File: src/rtl/alarm_prog_pkg.sv
// shared constants and carriers for the alarm threshold programmer
package alarm_prog_pkg;
  // ---------------------------------------------------------------
  // geometry
  // ---------------------------------------------------------------
  localparam int CHANS      = 16;
  localparam int GROUPS     = 4;
  localparam int FRAME_BITS = 16;
  localparam int THR_W      = 10;
  localparam int RES_W      = 12;
  localparam logic [4:0] FRAME_LEN = 5'h10;
  localparam logic [1:0] ENTRY_TAG = 2'h3;
  // ---------------------------------------------------------------
  // reset values
  // ---------------------------------------------------------------
  localparam logic [9:0] THR_HI_RST = 10'h3ff;
  localparam logic [9:0] THR_LO_RST = 10'h000;
  // ---------------------------------------------------------------
  // register map (byte addresses)
  // ---------------------------------------------------------------
  localparam logic [7:0] ADDR_STATUS  = 8'h00;
  localparam logic [7:0] ADDR_MASK    = 8'h04;
  localparam logic [7:0] ADDR_PROG    = 8'h08;
  localparam logic [7:0] ADDR_THRSEL  = 8'h0c;
  localparam logic [7:0] ADDR_THRDATA = 8'h10;
  localparam logic [1:0] RESP_OKAY    = 2'h0;
  localparam logic [1:0] RESP_SLVERR  = 2'h2;
  // ---------------------------------------------------------------
  // carriers
  // ---------------------------------------------------------------
  // data frame layout, msb first
  typedef struct packed {
    logic [1:0] chanLo;
    logic       hiSel;
    logic       exitBit;
    logic [1:0] spare;
    logic [9:0] thr;
  } frame_t;
  // conversion result from the converter core
  typedef struct packed {
    logic [3:0]  chan;
    logic [11:0] value;
  } result_t;
  typedef enum logic [1:0] {
    IDLE = 2'b01,
    PROG = 2'b10
  } state_t;
endpackage

File: src/rtl/alarm_threshold_programmer.sv
// alarm threshold programming sequencer with axi4-lite status access
// Function
// - one high and one low threshold per channel
// - four channels form one eight-register group
// - group n covers channels 4n to 4n+3
// - four groups chosen by two-bit number
// - entry frame plus eight register frames
// - each data frame updates exactly one register
// - partial sequences accepted
// - leave sequence after first exit-bit frame
// - entry code 11bb, low twelve bits ignored
// - conversion mode unchanged while programming
// - serial output keeps valid results
// - range and gpio writes blocked while programming
// - bits 15:14 channel, bit 13 high/low select
// - bit 12 exits, else keep taking data
// - 10-bit threshold vs result top bits
// - alarm above high or below low threshold
`timescale 1ns/1ps
module alarm_threshold_programmer (
  // clock and reset
  input  wire logic                     ref_clk,
  input  wire logic                     rst_n,
  // serial pins
  input  wire logic                     frame_select_n,
  input  wire logic                     serialClk,
  input  wire logic                     serial_command_in,
  output logic                          serial_result_out,
  // converter core side
  input  wire alarm_prog_pkg::result_t  result,
  input  wire logic                     resultValid,
  output logic [15:0]                   cmdWord,
  output logic                          cmdValid,
  output logic                          progActive,
  // axi4-lite slave
  input  wire logic [7:0]               s_axi_awaddr,
  input  wire logic                     s_axi_awvalid,
  output logic                          s_axi_awready,
  input  wire logic [31:0]              s_axi_wdata,
  input  wire logic [3:0]               s_axi_wstrb,
  input  wire logic                     s_axi_wvalid,
  output logic                          s_axi_wready,
  output logic [1:0]                    s_axi_bresp,
  output logic                          s_axi_bvalid,
  input  wire logic                     s_axi_bready,
  input  wire logic [7:0]               s_axi_araddr,
  input  wire logic                     s_axi_arvalid,
  output logic                          s_axi_arready,
  output logic [31:0]                   s_axi_rdata,
  output logic [1:0]                    s_axi_rresp,
  output logic                          s_axi_rvalid,
  input  wire logic                     s_axi_rready,
  // interrupt
  output logic                          irq
);
  // ---------------------------------------------------------------
  // pin synchronisers
  // ---------------------------------------------------------------
  logic [2:0]                csSync_q;
  logic [2:0]                clkSync_q;
  logic [1:0]                dinSync_q;
  logic                      csFall;
  logic                      csRise;
  logic                      sclkRise;
  logic                      sclkFall;

  // two stages per pin, third stage only for edge detect
  always_ff @(posedge ref_clk or negedge rst_n) begin
    if (!rst_n) begin
      csSync_q  <= 3'h7;
      clkSync_q <= 3'h0;
      dinSync_q <= 2'h0;
    end else begin
      csSync_q  <= {csSync_q[1:0], frame_select_n};
      clkSync_q <= {clkSync_q[1:0], serialClk};
      dinSync_q <= {dinSync_q[0], serial_command_in};
    end
  end

  assign csFall   = csSync_q[2] & ~csSync_q[1];
  assign csRise   = ~csSync_q[2] & csSync_q[1];
  assign sclkRise = ~clkSync_q[2] & clkSync_q[1] & ~csSync_q[1];
  assign sclkFall = clkSync_q[2] & ~clkSync_q[1] & ~csSync_q[1];

  // ---------------------------------------------------------------
  // frame capture
  // ---------------------------------------------------------------
  logic [15:0]               inShift_q;
  logic [4:0]                bitCnt_q;
  logic                      frameEnd;
  alarm_prog_pkg::frame_t    frame;

  // shift in msb first, count saturates at a full word
  always_ff @(posedge ref_clk or negedge rst_n) begin
    if (!rst_n) begin
      inShift_q <= 16'h0000;
      bitCnt_q  <= 5'h00;
    end else if (csFall) begin
      bitCnt_q  <= 5'h00;
    end else if (sclkRise) begin
      inShift_q <= {inShift_q[14:0], dinSync_q[1]};
      if (bitCnt_q != alarm_prog_pkg::FRAME_LEN) begin
        bitCnt_q <= bitCnt_q + 5'h01;
      end
    end
  end

  // short frames are dropped whole
  assign frameEnd = csRise && (bitCnt_q == alarm_prog_pkg::FRAME_LEN);
  assign frame    = alarm_prog_pkg::frame_t'(inShift_q);

  // ---------------------------------------------------------------
  // result shifter, runs regardless of programming
  // ---------------------------------------------------------------
  logic [15:0]               outShift_q;

  // load channel and result at frame start, shift on falling clock
  always_ff @(posedge ref_clk or negedge rst_n) begin
    if (!rst_n) begin
      outShift_q <= 16'h0000;
    end else if (csFall) begin
      outShift_q <= result;
    end else if (sclkFall) begin
      outShift_q <= {outShift_q[14:0], 1'b0};
    end
  end

  assign serial_result_out = outShift_q[15];

  // ---------------------------------------------------------------
  // sequence state machine
  // ---------------------------------------------------------------
  alarm_prog_pkg::state_t    state_q;
  logic [1:0]                group_q;
  logic                      isEntry;
  logic                      dataFrame;

  assign isEntry   = inShift_q[15:14] == alarm_prog_pkg::ENTRY_TAG;
  assign dataFrame = frameEnd && (state_q == alarm_prog_pkg::PROG);

  // idle until entry, stay until a frame carries the exit bit
  always_ff @(posedge ref_clk or negedge rst_n) begin
    if (!rst_n) begin
      state_q <= alarm_prog_pkg::IDLE;
      group_q <= 2'h0;
    end else if (frameEnd) begin
      case (state_q)
        alarm_prog_pkg::IDLE: begin
          if (isEntry) begin
            state_q <= alarm_prog_pkg::PROG;
            group_q <= inShift_q[13:12];
          end
        end
        alarm_prog_pkg::PROG: begin
          if (frame.exitBit) begin
            state_q <= alarm_prog_pkg::IDLE;
          end
        end
        default: state_q <= alarm_prog_pkg::IDLE;
      endcase
    end
  end

  assign progActive = state_q == alarm_prog_pkg::PROG;

  // ordinary commands pass only outside a sequence
  always_ff @(posedge ref_clk or negedge rst_n) begin
    if (!rst_n) begin
      cmdWord  <= 16'h0000;
      cmdValid <= 1'b0;
    end else begin
      cmdValid <= frameEnd && !progActive && !isEntry;
      if (frameEnd && !progActive && !isEntry) begin
        cmdWord <= inShift_q;
      end
    end
  end

  // ---------------------------------------------------------------
  // threshold store and comparators
  // ---------------------------------------------------------------
  logic [9:0]                thrHi_q [alarm_prog_pkg::CHANS];
  logic [9:0]                thrLo_q [alarm_prog_pkg::CHANS];
  logic [3:0]                wrIdx;
  logic [15:0]               hiEvt;
  logic [15:0]               loEvt;

  assign wrIdx = {group_q, frame.chanLo};

  for (genvar i = 0; i < alarm_prog_pkg::CHANS; i++) begin : g_chan
    // one register of the group per data frame
    always_ff @(posedge ref_clk or negedge rst_n) begin
      if (!rst_n) begin
        thrHi_q[i] <= alarm_prog_pkg::THR_HI_RST;
        thrLo_q[i] <= alarm_prog_pkg::THR_LO_RST;
      end else if (dataFrame && wrIdx == 4'(i)) begin
        if (frame.hiSel) begin
          thrHi_q[i] <= frame.thr;
        end else begin
          thrLo_q[i] <= frame.thr;
        end
      end
    end
    // compare upper ten result bits
    assign hiEvt[i] = resultValid && result.chan == 4'(i)
                      && result.value[11:2] > thrHi_q[i];
    assign loEvt[i] = resultValid && result.chan == 4'(i)
                      && result.value[11:2] < thrLo_q[i];
  end

  // ---------------------------------------------------------------
  // axi4-lite slave
  // ---------------------------------------------------------------
  logic [31:0]               status_q;
  logic [31:0]               mask_q;
  logic [3:0]                thrSel_q;
  logic                      awHeld_q;
  logic                      wHeld_q;
  logic [7:0]                wAddr_q;
  logic [31:0]               wData_q;
  logic [31:0]               wMask;
  logic                      doWrite;
  logic [31:0]               rdMux;
  logic                      rdHit;

  assign s_axi_awready = !awHeld_q && !s_axi_bvalid;
  assign s_axi_wready  = !wHeld_q && !s_axi_bvalid;
  assign s_axi_arready = !s_axi_rvalid;
  assign doWrite       = awHeld_q && wHeld_q;

  // address and data taken in either order
  always_ff @(posedge ref_clk or negedge rst_n) begin
    if (!rst_n) begin
      awHeld_q     <= 1'b0;
      wHeld_q      <= 1'b0;
      wAddr_q      <= 8'h00;
      wData_q      <= 32'h00000000;
      wMask        <= 32'h00000000;
      s_axi_bvalid <= 1'b0;
      s_axi_bresp  <= alarm_prog_pkg::RESP_OKAY;
    end else begin
      if (s_axi_awvalid && s_axi_awready) begin
        awHeld_q <= 1'b1;
        wAddr_q  <= s_axi_awaddr;
      end
      if (s_axi_wvalid && s_axi_wready) begin
        wHeld_q <= 1'b1;
        wData_q <= s_axi_wdata;
        wMask   <= {{8{s_axi_wstrb[3]}}, {8{s_axi_wstrb[2]}},
                    {8{s_axi_wstrb[1]}}, {8{s_axi_wstrb[0]}}};
      end
      if (doWrite) begin
        awHeld_q     <= 1'b0;
        wHeld_q      <= 1'b0;
        s_axi_bvalid <= 1'b1;
        s_axi_bresp  <= (wAddr_q == alarm_prog_pkg::ADDR_STATUS
                         || wAddr_q == alarm_prog_pkg::ADDR_MASK
                         || wAddr_q == alarm_prog_pkg::ADDR_THRSEL)
                        ? alarm_prog_pkg::RESP_OKAY : alarm_prog_pkg::RESP_SLVERR;
      end else if (s_axi_bready) begin
        s_axi_bvalid <= 1'b0;
      end
    end
  end

  // status: hardware set wins over write-one clear
  always_ff @(posedge ref_clk or negedge rst_n) begin
    if (!rst_n) begin
      status_q <= 32'h00000000;
    end else begin
      status_q <= (status_q & ~((doWrite && wAddr_q == alarm_prog_pkg::ADDR_STATUS)
                                ? (wData_q & wMask) : 32'h00000000))
                  | {loEvt, hiEvt};
    end
  end

  // mask and readback channel select
  always_ff @(posedge ref_clk or negedge rst_n) begin
    if (!rst_n) begin
      mask_q   <= 32'h00000000;
      thrSel_q <= 4'h0;
    end else if (doWrite) begin
      if (wAddr_q == alarm_prog_pkg::ADDR_MASK) begin
        mask_q <= (mask_q & ~wMask) | (wData_q & wMask);
      end
      if (wAddr_q == alarm_prog_pkg::ADDR_THRSEL && wMask[0]) begin
        thrSel_q <= wData_q[3:0];
      end
    end
  end

  assign irq = |(status_q & mask_q);

  // read decode
  always_comb begin
    rdHit = 1'b1;
    case (s_axi_araddr)
      alarm_prog_pkg::ADDR_STATUS:  rdMux = status_q;
      alarm_prog_pkg::ADDR_MASK:    rdMux = mask_q;
      alarm_prog_pkg::ADDR_PROG:    rdMux = {29'h0, group_q, progActive};
      alarm_prog_pkg::ADDR_THRSEL:  rdMux = {28'h0, thrSel_q};
      alarm_prog_pkg::ADDR_THRDATA:
        rdMux = {6'h0, thrLo_q[thrSel_q], 6'h0, thrHi_q[thrSel_q]};
      default: begin
        rdMux = 32'h00000000;
        rdHit = 1'b0;
      end
    endcase
  end

  // read answer one cycle after the address is taken
  always_ff @(posedge ref_clk or negedge rst_n) begin
    if (!rst_n) begin
      s_axi_rvalid <= 1'b0;
      s_axi_rdata  <= 32'h00000000;
      s_axi_rresp  <= alarm_prog_pkg::RESP_OKAY;
    end else if (s_axi_arvalid && s_axi_arready) begin
      s_axi_rvalid <= 1'b1;
      s_axi_rdata  <= rdMux;
      s_axi_rresp  <= rdHit ? alarm_prog_pkg::RESP_OKAY : alarm_prog_pkg::RESP_SLVERR;
    end else if (s_axi_rready) begin
      s_axi_rvalid <= 1'b0;
    end
  end
endmodule
File: config.mk
export PLATFORM = sky130hd
export DESIGN_NAME = alarm_threshold_programmer
export DESIGN_NICKNAME = d
export VERILOG_FILES = /design/src/rtl/alarm_prog_pkg.sv /design/src/rtl/alarm_threshold_programmer.sv
export SDC_FILE = /design/constraint.sdc
export NUM_CORES = 1
export LEC_CHECK = 0
export BUFFER_PORTS_ARGS = -buffer_cell sky130_fd_sc_hd__buf_2
export CAP_MARGIN = 20
export CORE_ASPECT_RATIO = 0.7
export CORE_MARGIN = 5
export CORE_UTILIZATION = 45
export CTS_BUF_LIST = sky130_fd_sc_hd__clkbuf_4
export DETAILED_ROUTE_END_ITERATION = 6
export PLACE_DENSITY = 0.71
export SLEW_MARGIN = 10
export SYNTH_ARGS = -nofsm -noshare
export SYNTH_HDL_FRONTEND = slang
export SYNTH_SLANG_ARGS = --single-unit
File: constraint.sdc
create_clock -name ref_clk -period 3.25 [get_ports ref_clk]
set_input_delay 0.65 -clock ref_clk [delete_from_list [all_inputs] [get_ports ref_clk]]
set_output_delay 0.65 -clock ref_clk [all_outputs]
set_load 0.01 [all_outputs]
==> metrics.yaml <==
slew_violations: 0
first_global_vias: 23880
ir_drop_uv: 333.1
avgRoutedWirePerCell_um: 23.98
drv_cap: 0
dieArea_um2: 75120
root_buffer: "clkbuf_4"
utilization: 0.5211
p_clk_frac: 0.374
path_clk_slew_ps: 70
gp_congestion: 0.9637
internal-power_mw: 11.76
critPathLaunchType: "flop"
ys_async_sr_fraction: 1.000
cts_tree: "built"
synth_warnings: 0
synth_edf_count: 0
fp-row-count: 81
clock_latency_ps: 930
ys.flop_type: "dfrtp_1"
setup_viol: 0
critPathCaptureType: "output pin"
io_pins: 140
floorplan.initialDensity: 0.4515
p_per_area_nw_per_um2: 469.1
drt-total-wl_um: 100400
max_slew_margin: 0.2844
cts.sinks: 536
placed_cells: 3881
finalHoldViolCount: 0
rsz0062_at_grt: "true"
netlist_instances: 2854
clock_path_buffers: 3
drtIter0Drc: 2179
cts_made_buffers: 140
drc: 0
drive_above_1_share: 0.3274
drt-pass1-iter-count: 7
critical_path_class: "flop to output pin"
dp_hpwl_um: 74470
io_buffers: 137
grt_max_degree: 78
crit_fanout: 3
leakage_nw: 15.75
grt_overflow_total: 0
hold_ws_ps: 130.2
instances_no_fill: 4187
drtAntennaViolNets: 0
vias_per_cell: 5.806
yosys.area.top_type: "dfrtp_1"
avgSynthCellArea_um2: 10.98
ys_seq_area_frac: 0.4345
syn_area_um2: 31350
power.total_mw: 16.97
nFillCells: 6111
p_sw_frac: 0.3070
final_net_count: 3553
cts_max_level: 4
synth.area.top_cells: "dfrtp_1, dfstp_2, ha_1"
hold_class: "input port to flop"
cp_data_required_time_ps: 2600
pwr-share-comb: 0.154
ys_types: 73
yosys.area.top_type_share: 0.2970
status: "completed"
min_period_ps: 3195
coreArea_um2: 69420
power_frac_seq: 0.472
crit_arrival_ps: 2550
fin_setup_tns_ps: 0
areaGrowthSynthToFinish_pct: 15.42
gr-usage-all-layers: 0.2638
finClkSkew_ps: 74.15
grt_pass1_wl_um: 150800
synth-seq-cells: 536
antenna_found_initial: 7
vias: 24310
chipWidth_um: 325.5
chipHeight_um: 230.8
fin_crit_sh: 0.9831
clock.fmax_mhz: 313.0
worstMarginPinSlew_ps: 1073
p_sw_mw: 5.211
-- kinds of logic after synthesis --
family | synth area share
buffers and inverters | 0.05668
xor gates and xnor gates | 0.001118
and+or+nand+nor | 0.08941
other | 0.0001196
adders and majority gates | 0.1221
DFF | 0.4345
AOI/OAI and AO/OA | 0.1091
muxes | 0.1869
-- through the flow --
step	instance area, µm²	setup WS, ps
after floorplan	31350	944.5
after global placement	33640	515.6
after detailed placement	33670	484.2
after CTS	36100	-3.674
after global routing	36180	-31.07
final	36180	54.82
-- timing repair --
action	CTS	global route
hold endpoints to repair	105	0
pin swaps	3	1
setup endpoints to repair	1	1
resized for setup	8	1
hold buffers	52	0
buffers inserted	3	0
-- state kept, by name (all words and copies together), names as in the netlist, 2 cells and up, named ones only --
name	cells
thrHi_q	160
thrLo_q	160
s_axi_rdata	32
status_q	32
wData_q	32
cmdWord	16
frame	16
outShift_q	16
wAddr_q	8
bitCnt_q	5
thrSel_q	4
wMask	4
clkSync_q	3
csSync_q	3
dinSync_q	2
group_q	2
state_q	2
-- final cells by class --
cell class              instances  area, µm²  area share
inverters                     333       1250     0.03455
diodes                          3      7.507   0.0002075
well taps                     913       1142     0.03158
flip-flops and latches        536      13630      0.3768
clock inverters                40      322.8    0.008923
multi-input cells            1861      16030      0.4431
clock buffers                 205       1539     0.04254
repair buffers                296       2253     0.06229
-- power by group through the flow --
stage	Clock, mW	Combinational (mW)	Sequential, mW
final	6.35	2.61	8.01
after global routing	6.87	2.82	8.05
after CTS	6.50	2.50	8.01
after detailed placement	0	2.37	8.12
after global placement	0	2.30	8.11
after floorplan	0	1.55	7.59
-- per-layer routing --
metal,track usage,vias to the layer above,part of all wire
met5,0,-,0.00021
met4,0.05429,4,0.015
met3,0.1143,133,0.13
met2,0.3598,1124,0.40
met1,0.3885,12139,0.45
li1,-,10910,-
-- cells in the final DEF (no fill, tap or decap), types with 78 or more instances in the layout --
cell type,netlist,routed
a21oi_1,90,90
buf_2,13,135
buf_4,7,90
clkbuf_4,0,205
dfrtp_1,372,364
dfstp_2,164,164
ha_1,306,306
inv_1,333,333
mux2_2,328,328
mux2i_1,78,78
nand2_1,255,255
o21ai_0,220,220
-- synthesized netlist by cell type, types with 8 or more instances --
master and instances:
a221oi_1 18, nand3_1 19, a22o_1 28, mux2i_1 78, and2_1 8, o21ai_0 220, o2111ai_1 18, ha_1 306
a221o_1 16, a21oi_1 90, mux4_2 58, clkbuf_1 95, a21o_1 39, and4_1 19, dfstp_2 164, nor2b_1 48
inv_1 333, a211oi_1 15, dfrtp_1 372, nand2_1 255, buf_2 13, a2111oi_0 22, nand4_1 34, nor2_1 58
buf_1 8, a22oi_1 27, o21a_1 8, nor3_1 23, mux2_2 328
-- worst max-delay path, stage by stage (launching register included) --
cell and delay (ps):
dfrtp_1 430, a22oi_1 320, nand4_1 160, or4_4 590
buf_6 140
-- final timing paths --
kind / startpoint / endpoint / slack, ps / cells past startpoint
worst max-delay path: status_q[18] / irq / 50 / 4
worst max register to register: bitCnt_q[0] / thrLo_q[4] / 440 / 8
worst min-delay path: result[14] / outShift_q[14] / 130 / 3
max in group asynchronous: rst_n / thrHi_q[118] / 1950 / 3
min in group asynchronous: rst_n / asynchronous set/reset pin / 350 / 2
worst min register to register: clkSync_q[0] / clkSync_q[1] / 300 / 0
(Power assumes the default switching activity.)
